### src/hw/synth_latch_pkg.sv
package synth_latch_pkg;

    localparam int WORD_W = 21;
    localparam int SEL_W = 2;

    // destination select codes in bits 1..0
    localparam logic [1:0] SEL_REF = 2'h0;
    localparam logic [1:0] SEL_DIV = 2'h1;
    localparam logic [1:0] SEL_FUNC = 2'h2;
    localparam logic [1:0] SEL_INIT = 2'h3;

    // divider latch layout
    localparam int SWALLOW_LSB = 2;
    localparam int SWALLOW_W = 5;
    localparam int MAIN_LSB = 7;
    localparam int MAIN_W = 13;
    localparam int GAIN_POS = 20;

    // function / initialization latch layout
    localparam int CNT_RST_POS = 2;
    localparam int PD_REQ_POS = 3;
    localparam int MUX_LSB = 4;
    localparam int MUX_W = 3;
    localparam int POLARITY_POS = 7;
    localparam int TRISTATE_POS = 8;
    localparam int FL_EN_POS = 9;
    localparam int VARIANT_POS = 11;
    localparam int TIMEOUT_LSB = 12;
    localparam int TIMEOUT_W = 4;
    localparam int PD_SYNC_POS = 19;

    // reset values of the stored latches
    localparam logic [WORD_W-1:0] WORD_RESET = 21'h000000;
    localparam logic [WORD_W-3:0] REF_RESET = 19'h00000;

    // fastlock timeout: detector cycles per step of the timer field
    localparam int TIMEOUT_STEP = 4;
    localparam int TIMER_W = 12;

    // lock detect needs this many good detector cycles in a row
    localparam logic [1:0] LOCK_GOOD_CYCLES = 2'h3;

    typedef struct packed {
        logic gain;
        logic [MAIN_W-1:0] main_count;
        logic [SWALLOW_W-1:0] swallow_count;
    } divider_t;

    typedef struct packed {
        logic pd_sync;
        logic [TIMEOUT_W-1:0] timeout;
        logic variant;
        logic fl_en;
        logic tristate;
        logic polarity;
        logic [MUX_W-1:0] mux_sel;
        logic pd_req;
        logic cnt_rst;
    } func_t;

    typedef struct packed {
        logic event_seen;
        logic err_small;
        logic err_large;
    } detector_t;

    localparam func_t FUNC_RESET = '0;
    localparam divider_t DIV_RESET = '0;

endpackage : synth_latch_pkg

### src/hw/synth_control_latches.sv
// Summary of operation
// - serial bits shift into a 21-bit register, msb first, on each serial clock rise
// - load strobe rising edge copies the register into one destination latch
// - two low bits pick reference, divider, function or initialization latch
// - lock sets after three good detector cycles, clears on one bad cycle
// - divider latch holds swallow, main count and gain flag
// - select code two loads the function latch
// - counter reset bit holds reference, swallow and main counters in reset
// - counters restart together once the counter reset bit clears
// - power-down bits act only while chip enable is high
// - chip enable low powers down at once regardless of power-down bits
// - request bit set with sync select clear powers down immediately
// - both bits set power down after the next charge-pump event
// - any power-down resets counters, timer, lock detect and tristates pump
// - serial register keeps shifting and latching during power-down
// - three mux select bits route an internal signal to the mux pin
// - polarity bit sets detector polarity; host writes it per tuning slope
// - tristate bit set puts the charge pump in three-state
// - fastlock acts only while its enable bit is set
// - variant bit picks manual exit or timer exit fastlock
// - with fastlock disabled the fastlock pin copies the variant bit
// - manual fastlock: gain flag one drives pin low and high current
// - timed fastlock clears the gain flag itself after the timeout
// - initialization load sets function settings and pulses counter reset
// - initialization with sync power-down and chip enable high triggers it
// - first divider load after initialization repeats the reset pulse
`timescale 1ns/1ps
module synth_control_latches
    import synth_latch_pkg::*;
#(
    parameter int STEP = TIMEOUT_STEP
) (
    input wire logic CORE_CLK_I,
    input wire logic RESET_I,
    input wire logic SER_CLK_I,
    input wire logic SER_DATA_I,
    input wire logic LOAD_STROBE_I,
    input wire logic CHIP_ENABLE_I,
    input wire logic DETECTOR_EVENT_I,
    input wire logic PHASE_ERR_SMALL_I,
    input wire logic PHASE_ERR_LARGE_I,
    output logic [WORD_W-3:0] REF_LATCH_O,
    output logic [SWALLOW_W-1:0] SWALLOW_COUNT_O,
    output logic [MAIN_W-1:0] MAIN_COUNT_O,
    output logic COUNTER_RESET_O,
    output logic POWERDOWN_O,
    output logic PUMP_TRISTATE_O,
    output logic PUMP_HIGH_CURRENT_O,
    output logic DETECTOR_POLARITY_O,
    output logic FASTLOCK_SWITCH_O,
    output logic LOCK_DETECT_O,
    output logic TEST_MUX_O
);

    // timeout in detector cycles for a timer field value
    function automatic logic [TIMER_W-1:0] timeout_cycles(input logic [TIMEOUT_W-1:0] field);
        timeout_cycles = TIMER_W'((int'(field) + 1) * STEP);
    endfunction : timeout_cycles

    // two-stage synchronisers, plus one edge-history stage for serial clock, load strobe and detector event
    logic [2:0] sck_q;
    logic [1:0] sda_q;
    logic [2:0] le_q;
    logic [1:0] ce_q;
    logic [2:0] det_q;
    logic [1:0] small_q;
    logic [1:0] large_q;

    // serial port pins
    always_ff @(posedge CORE_CLK_I) begin
        if (RESET_I) begin
            sck_q <= 3'h0;
            sda_q <= 2'h0;
            le_q <= 3'h0;
        end else begin
            sck_q <= {sck_q[1:0], SER_CLK_I};
            sda_q <= {sda_q[0], SER_DATA_I};
            le_q <= {le_q[1:0], LOAD_STROBE_I};
        end
    end

    // chip enable resets low so the block comes out of reset powered down
    always_ff @(posedge CORE_CLK_I) begin
        if (RESET_I) begin
            ce_q <= 2'h0;
        end else begin
            ce_q <= {ce_q[0], CHIP_ENABLE_I};
        end
    end

    // detector event and its error levels share one delay so they stay aligned
    always_ff @(posedge CORE_CLK_I) begin
        if (RESET_I) begin
            det_q <= 3'h0;
            small_q <= 2'h0;
            large_q <= 2'h0;
        end else begin
            det_q <= {det_q[1:0], DETECTOR_EVENT_I};
            small_q <= {small_q[0], PHASE_ERR_SMALL_I};
            large_q <= {large_q[0], PHASE_ERR_LARGE_I};
        end
    end

    logic sck_rise;
    logic le_rise;
    logic ce_high;
    detector_t det;

    assign sck_rise = sck_q[1] & ~sck_q[2];
    assign le_rise = le_q[1] & ~le_q[2];
    assign ce_high = ce_q[1];
    assign det.event_seen = det_q[1] & ~det_q[2];
    assign det.err_small = small_q[1];
    assign det.err_large = large_q[1];

    // serial input register, never gated by power-down
    logic [WORD_W-1:0] shift_q;

    always_ff @(posedge CORE_CLK_I) begin
        if (RESET_I) begin
            shift_q <= WORD_RESET;
        end else if (sck_rise) begin
            shift_q <= {shift_q[WORD_W-2:0], sda_q[1]};
        end
    end

    logic [1:0] dest;
    logic load_ref;
    logic load_div;
    logic load_func;
    logic load_init;

    assign dest = shift_q[SEL_W-1:0];
    assign load_ref = le_rise && dest == SEL_REF;
    assign load_div = le_rise && dest == SEL_DIV;
    assign load_func = le_rise && dest == SEL_FUNC;
    assign load_init = le_rise && dest == SEL_INIT;

    // destination latches
    logic [WORD_W-3:0] ref_q;
    divider_t div_q;
    func_t func_q;
    func_t func_d;

    always_comb begin
        func_d.cnt_rst = shift_q[CNT_RST_POS];
        func_d.pd_req = shift_q[PD_REQ_POS];
        func_d.mux_sel = shift_q[MUX_LSB +: MUX_W];
        func_d.polarity = shift_q[POLARITY_POS];
        func_d.tristate = shift_q[TRISTATE_POS];
        func_d.fl_en = shift_q[FL_EN_POS];
        func_d.variant = shift_q[VARIANT_POS];
        func_d.timeout = shift_q[TIMEOUT_LSB +: TIMEOUT_W];
        func_d.pd_sync = shift_q[PD_SYNC_POS];
    end

    always_ff @(posedge CORE_CLK_I) begin
        if (RESET_I) begin
            ref_q <= REF_RESET;
        end else if (load_ref) begin
            ref_q <= shift_q[WORD_W-1:SEL_W];
        end
    end

    always_ff @(posedge CORE_CLK_I) begin
        if (RESET_I) begin
            func_q <= FUNC_RESET;
        end else if (load_func || load_init) begin
            func_q <= func_d;
        end
    end

    // fastlock state and timer
    logic fl_active;
    logic timer_done;
    logic [TIMER_W-1:0] timer_q;
    logic powerdown;

    assign fl_active = func_q.fl_en & div_q.gain;
    assign timer_done = fl_active && func_q.variant && det.event_seen
        && timer_q >= timeout_cycles(func_q.timeout) - TIMER_W'(1);

    always_ff @(posedge CORE_CLK_I) begin
        if (RESET_I) begin
            div_q <= DIV_RESET;
        end else if (load_div) begin
            // a new write wins over the timer's own clear
            div_q.swallow_count <= shift_q[SWALLOW_LSB +: SWALLOW_W];
            div_q.main_count <= shift_q[MAIN_LSB +: MAIN_W];
            div_q.gain <= shift_q[GAIN_POS];
        end else if (timer_done) begin
            div_q.gain <= 1'b0;
        end
    end

    always_ff @(posedge CORE_CLK_I) begin
        if (RESET_I) begin
            timer_q <= '0;
        end else if (powerdown || !fl_active || !func_q.variant || load_div) begin
            timer_q <= '0;
        end else if (det.event_seen) begin
            timer_q <= timer_q + TIMER_W'(1);
        end
    end

    // initialization pulse and the armed repeat on the next divider load
    logic init_pulse_q;
    logic first_div_pending_q;

    always_ff @(posedge CORE_CLK_I) begin
        if (RESET_I) begin
            init_pulse_q <= 1'b0;
        end else begin
            init_pulse_q <= load_init || (load_div && first_div_pending_q);
        end
    end

    always_ff @(posedge CORE_CLK_I) begin
        if (RESET_I) begin
            first_div_pending_q <= 1'b0;
        end else if (load_init) begin
            first_div_pending_q <= 1'b1;
        end else if (load_div) begin
            first_div_pending_q <= 1'b0;
        end
    end

    // power-down control
    logic async_pd;
    logic sync_armed;
    logic sync_pd_q;

    assign async_pd = func_q.pd_req & ~func_q.pd_sync;
    assign sync_armed = func_q.pd_req & func_q.pd_sync & ce_high;

    always_ff @(posedge CORE_CLK_I) begin
        if (RESET_I) begin
            sync_pd_q <= 1'b0;
        end else if (!sync_armed) begin
            sync_pd_q <= 1'b0;
        end else if (det.event_seen || init_pulse_q) begin
            sync_pd_q <= 1'b1;
        end
    end

    assign powerdown = !ce_high || async_pd || sync_pd_q;

    // digital lock detect
    logic [1:0] good_q;
    logic lock_q;

    always_ff @(posedge CORE_CLK_I) begin
        if (RESET_I || powerdown) begin
            good_q <= 2'h0;
            lock_q <= 1'b0;
        end else if (det.event_seen) begin
            if (det.err_large) begin
                good_q <= 2'h0;
                lock_q <= 1'b0;
            end else if (det.err_small) begin
                if (good_q != LOCK_GOOD_CYCLES) begin
                    good_q <= good_q + 2'h1;
                end
                if (good_q == LOCK_GOOD_CYCLES - 2'h1) begin
                    lock_q <= 1'b1;
                end
            end else if (!lock_q) begin
                good_q <= 2'h0;
            end
        end
    end

    // registered outputs
    logic cnt_reset;
    logic mux_value;

    assign cnt_reset = func_q.cnt_rst || powerdown || init_pulse_q;

    always_comb begin
        case (func_q.mux_sel)
            3'h0: mux_value = 1'b0;
            3'h1: mux_value = lock_q;
            3'h2: mux_value = cnt_reset;
            3'h3: mux_value = 1'b1;
            3'h4: mux_value = powerdown;
            3'h5: mux_value = fl_active;
            3'h6: mux_value = det.event_seen;
            default: mux_value = shift_q[WORD_W-1];
        endcase
    end

    // divider and reference values as loaded
    always_ff @(posedge CORE_CLK_I) begin
        if (RESET_I) begin
            REF_LATCH_O <= REF_RESET;
            SWALLOW_COUNT_O <= '0;
            MAIN_COUNT_O <= '0;
        end else begin
            REF_LATCH_O <= ref_q;
            SWALLOW_COUNT_O <= div_q.swallow_count;
            MAIN_COUNT_O <= div_q.main_count;
        end
    end

    // reset values keep the loop quiet while reset is held
    always_ff @(posedge CORE_CLK_I) begin
        if (RESET_I) begin
            COUNTER_RESET_O <= 1'b1;
            POWERDOWN_O <= 1'b1;
            PUMP_TRISTATE_O <= 1'b1;
        end else begin
            COUNTER_RESET_O <= cnt_reset;
            POWERDOWN_O <= powerdown;
            PUMP_TRISTATE_O <= func_q.tristate || powerdown || init_pulse_q;
        end
    end

    // pump current and fastlock pin move in the same cycle
    always_ff @(posedge CORE_CLK_I) begin
        if (RESET_I) begin
            PUMP_HIGH_CURRENT_O <= 1'b0;
            FASTLOCK_SWITCH_O <= 1'b0;
        end else begin
            PUMP_HIGH_CURRENT_O <= fl_active;
            FASTLOCK_SWITCH_O <= func_q.fl_en ? ~fl_active : func_q.variant;
        end
    end

    always_ff @(posedge CORE_CLK_I) begin
        if (RESET_I) begin
            DETECTOR_POLARITY_O <= 1'b0;
        end else begin
            DETECTOR_POLARITY_O <= func_q.polarity;
        end
    end

    // status seen by the host
    always_ff @(posedge CORE_CLK_I) begin
        if (RESET_I) begin
            LOCK_DETECT_O <= 1'b0;
            TEST_MUX_O <= 1'b0;
        end else begin
            LOCK_DETECT_O <= lock_q;
            TEST_MUX_O <= mux_value;
        end
    end

endmodule : synth_control_latches

### config.mk
export PLATFORM = sky130hd
export DESIGN_NAME = synth_control_latches
export DESIGN_NICKNAME = d
export VERILOG_FILES = /design/src/hw/synth_latch_pkg.sv /design/src/hw/synth_control_latches.sv
export SDC_FILE = /design/constraint.sdc
export NUM_CORES = 1
export LEC_CHECK = 0
export BUFFER_PORTS_ARGS = -buffer_cell sky130_fd_sc_hd__buf_4
export CAP_MARGIN = 20
export CORE_ASPECT_RATIO = 2
export CORE_UTILIZATION = 40
export CTS_CLUSTER_SIZE = 25
export DETAILED_ROUTE_END_ITERATION = 8
export PLACE_DENSITY_LB_ADDON = 0.05
export SLEW_MARGIN = 20
export SYNTH_ARGS = -nofsm -noshare
export SYNTH_HDL_FRONTEND = slang
export SYNTH_SLANG_ARGS = --single-unit
### constraint.sdc
create_clock -name CORE_CLK_I -period 4 [get_ports CORE_CLK_I]
set_input_delay 0.2 -clock CORE_CLK_I [delete_from_list [all_inputs] [get_ports CORE_CLK_I]]
set_output_delay 0.2 -clock CORE_CLK_I [all_outputs]
set_load 0.005 [all_outputs]
### Yosys cells after proc, flatten, opt, wreduce, memory -nomap -nowiden

Cells that the tools add are included.
W data, S select, Z words.

* register bits: 153
* bits of input ports: 9
* output and inout port bits: 45
* word-level logic and storage cells: 116

* add/sub/neg operators: 4
* $lt $le $gt $ge: 1
* eq/ne operators: 13
* mux-type cells: 13
* bitwise operators: 13
* reductions and logical operators: 34

Operators with widths (count)
* $logic_or A1 B1 Y1: 13
* $add A12 B1 Y12 const B: 1
* $ge A12 B12 Y1: 1
* $eq A3 B3 Y1 const B: 3
* $logic_and A1 B1 Y1: 8
* $mux W1: 8
* $mux W2: 4
* $reduce_bool A2 Y1: 4
* $sub A7 B1 Y8 const B: 1
* $and A1 B1 Y1: 7
* $pmux W1 S7: 1
* $eq A2 B2 Y1 const B: 3
* $eq A3 B2 Y1 const B: 2
* $not A1 Y1: 6
* $reduce_and A3 Y1: 2
* $add A4 B1 Y5 const B: 1
* $reduce_or A2 Y1: 2
* $eq A3 B1 Y1 const B: 1
* $logic_not A1 Y1: 3
* $logic_not A3 Y1: 1
* $ne A3 B1 Y1 const B: 1
* $ne A3 B3 Y1 const B: 1
* $add A2 B1 Y2 const B: 1
* $eq A2 B1 Y1 const B: 1
* 2 further kinds: 2

### Depth between registers and ports, before layout

* depth after elaboration: 8
* depth in mapped cells: 11

### Worst setup path after synthesis

Ideal clock, no wire load.

* path kind: reg-to-reg
* from: register func_q[9] (netlist bit)
* to: register div_q[18] (netlist bit)
* library setup time: 0.095 ns
* arrival time: 2.429 ns
* required time: 3.905 ns
* setup slack: 1.475 ns
* stages on the path, launching flop included: 8
* path buffers: 0
* clock period less this slack: 2.525 ns
* path through: dfxtp_1 -> ha_1 -> or4_1 -> ha_1 -> a21oi_1 -> a21oi_1 -> or4_1 -> a221oi_1

* longest elaborated chain between the ends: 5

RTL lines
* from (decl): line synth_control_latches.sv:142 `func_t func_q;`
* from (signal assigned): line synth_control_latches.sv:169 `func_q <= func_d;`
* $add A4 B1 Y5: line synth_control_latches.sv:57 `timeout_cycles = TIMER_W'((int'(field) + 1) * STEP);`
* $sub A7 B1 Y8: line synth_control_latches.sv:181 `&& timer_q >= timeout_cycles(func_q.timeout) - TIMER_W'(1);`
* $ge A12 B12 Y1: line synth_control_latches.sv:181
* $logic_and A1 B1 Y1: line synth_control_latches.sv:181
* $reduce_bool A2 Y1 (no source line)
* to (decl): line synth_control_latches.sv:141 `divider_t div_q;`

No other way between the ends.
A chain may end at the register's enable or synchronous reset.

### Final worst setup path

Ends and elaborated chain as after synthesis.

==> flow_metrics.tcl <==
set metrics [dict create \
    ios 54 \
    startpoint "func_q[9]" \
    track_usage_pct 18.0 \
    final_layout_size_suffix_gt1_share_pct 14.8 \
    synth-seq-cells 153 \
    period_needed_ns 2.74 \
    ant_nets 0 \
    synth_warnings 0 \
    syn-cell-area_um2 5360 \
    insertion_delay_ns 0.41 \
    rr_startpoint "func_q[9]" \
    synth_edf_count 0 \
    area_growth_pct 20.5 \
    whs_ns 0.0124 \
    yosysMostFrequentCell "nand2_1" \
    dr.pass1.iters 6 \
    crit_required_ns 4.31 \
    rows 59 \
    grt_max_degree 88 \
    power_density_nw_per_um2 486 \
    clock.fmax_mhz 364 \
    slew_violations 0 \
    status "finished, violations left" \
    postLayoutCellArea_um2 6460 \
    async_reset_ff_share_pct 0 \
    insertedDiodeCount 0 \
    crit_arrival_ns 3.05 \
    routed-via-count 3955 \
    min-delay-path-class "input port to flip-flop" \
    maxCapViolations 0 \
    dpl-instance-area_um2 5830 \
    setup-tns-final_ns 0 \
    peakVddDrop_mv 0.303 \
    cts_resized 0 \
    grt_overflow 0 \
    ctsHoldBuffers 5 \
    synth_ff_type "dfxtp_1" \
    first_global_vias 4060 \
    final-hold-violation-count 0 \
    die_x_um 83.9 \
    place_congestion 0.739 \
    cts_inserted_buffers 17 \
    post-cts-setup-buffers 0 \
    design.die.area_um2 13900 \
    clockRootBuffer "clkbuf_16" \
    min-delay-start "CHIP_ENABLE_I" \
    p_leak_nw 2.41 \
    path_class "flip-flop to flip-flop" \
    post_drt_via_cell_ratio 4.91 \
    path_max_fanout 6 \
    ys_types 40 \
    cts.sinks 153 \
    place_hpwl_um 7860 \
    drc_errors 5 \
    path_clk_slew_ns 0.06 \
    io_buffers 53 \
    start_kind "flip-flop" \
    drt_wl_total_um 11500 \
    cts_max_level 4 \
    synth_area_leaders "dfxtp_1 57%, nand2_1 11%, a21oi_1 7.4%, nor2b_1 6.9%, ha_1 3.3%" \
    synth_top_area_share_pct 57.1 \
    cts_tree "built" \
    syn_nets 617 \
    relSlewSlack_pct 39.8 \
    ys_top_cells_by_count "159 x nand2_1, 153 x dfxtp_1, 79 x a21oi_1" \
    worst_pin_slew_ns 0.899 \
    clk_path_buf_depth 2 \
    die_y_um 166 \
    fin_crit_sh_pct 68.6 \
    violations "design-rule violations" \
    yosysSeqAreaShare_pct 57.1 \
    utilization_pct 49.4 \
    drt_iter0_drc 165 \
    setup_viol_count_final 0 \
    skew_ns 0.00656 \
    grt_pass1_wl_um 19800 \
    endpoint_kind "flip-flop" \
    avgSynthCellArea_um2 9.02 \
    initial_core_util_pct 41.0 \
    wire_per_inst_um 14.3 \
    finalNetCount 664 \
    antenna_found_initial 0 \
    coreArea_um2 13100 \
    synth_area_leader_cell "dfxtp_1" \
    rsz0062_at_grt "false" \
    synth_cells 594 \
]
## worst max-delay path, stage by stage, from the launching register on
cell      delay (ns)
dfxtp_1         0.43
ha_1            0.31
or4_1           0.60
ha_1            0.34
a211oi_1        0.21
nor2_1          0.08
or4_1           0.41
a221oi_1        0.25
## power by group
part | leakage [nW] | internal, mW | switching, mW
logic | 0.894 | 0.0180 | 0.0384
clock network | 0.282 | 0.890 | 0.656
registers | 1.24 | 1.53 | 0.00275
total | 2.41 | 2.44 | 0.697
## registers in the layout (all words and copies together) (netlist names), 3 cells and up
name             count
le_q                 3
div_q               19
REF_LATCH_O         19
func_q              14
ref_q               19
det_q                3
timer_q             12
MAIN_COUNT_O        13
shift_q             21
SWALLOW_COUNT_O      5
sck_q                3
## cells in the final DEF (no fill, tap or decap), types with 6 or more instances in the layout
| cell | count |
|---|---|
| a21oi_1 | 79 |
| buf_4 | 57 |
| clkbuf_16 | 17 |
| dfxtp_1 | 153 |
| ha_1 | 14 |
| inv_6 | 6 |
| nand2_1 | 159 |
| nand3_1 | 7 |
| nor2_1 | 22 |
| nor2b_1 | 59 |
| xor2_1 | 11 |
## kinds of logic (layout without fill, tap and decap cells)
logic type                 Yosys count  count (layout)  share of synthesized area (%)
DFF                                153             153                           57.1
and+or+nand+nor                    277             277                           24.2
AOI/OAI and AO/OA                   93              93                           9.22
xor gates and xnor gates            14              14                           2.29
buffers and inverters               39              99                           3.15
adders and majority gates           14              14                           3.27
muxes                                4               4                          0.747
## per-layer routing
layer / global-route usage, % / routed length (um)
met4: 8.77 / 326
met1: 18.9 / 4600
met3: 3.64 / 233
met2: 33.4 / 6350
met5: 0 / 0
## per-stage QoR
| step | setup WS [ns] | cells | total power, mW |
|---|---|---|---|
| after floorplan | 1.48 | 594 | 1.61 |
| final | 1.26 | 806 | 3.14 |
| after detailed placement | 1.25 | 769 | 1.62 |
| after global routing | 1.06 | 806 | 3.25 |
| after global placement | 1.37 | 769 | 1.62 |
| after CTS | 1.24 | 806 | 3.18 |
## worst paths after layout
check             cells past startpoint        end  slack (ns)
hold / removal                        2    ce_q[0]        0.01
hold reg to reg                       1    le_q[1]        0.44
setup / recovery                      7  div_q[18]        1.26
setup reg to reg                      7  div_q[18]        1.26
## area by class of cell
| type | instances | area [um2] |
|---|---|---|
| tap | 152 | 190 |
| fill | 1247 | 6610 |
| sequential | 153 | 3060 |
| clock inverter | 14 | 135 |
| clock buffer | 18 | 439 |
| multi-input combinational | 402 | 2130 |
| timing repair buffer | 62 | 478 |
| inverter | 5 | 18.8 |
No activity file was read; power rests on OpenSTA's default activity.
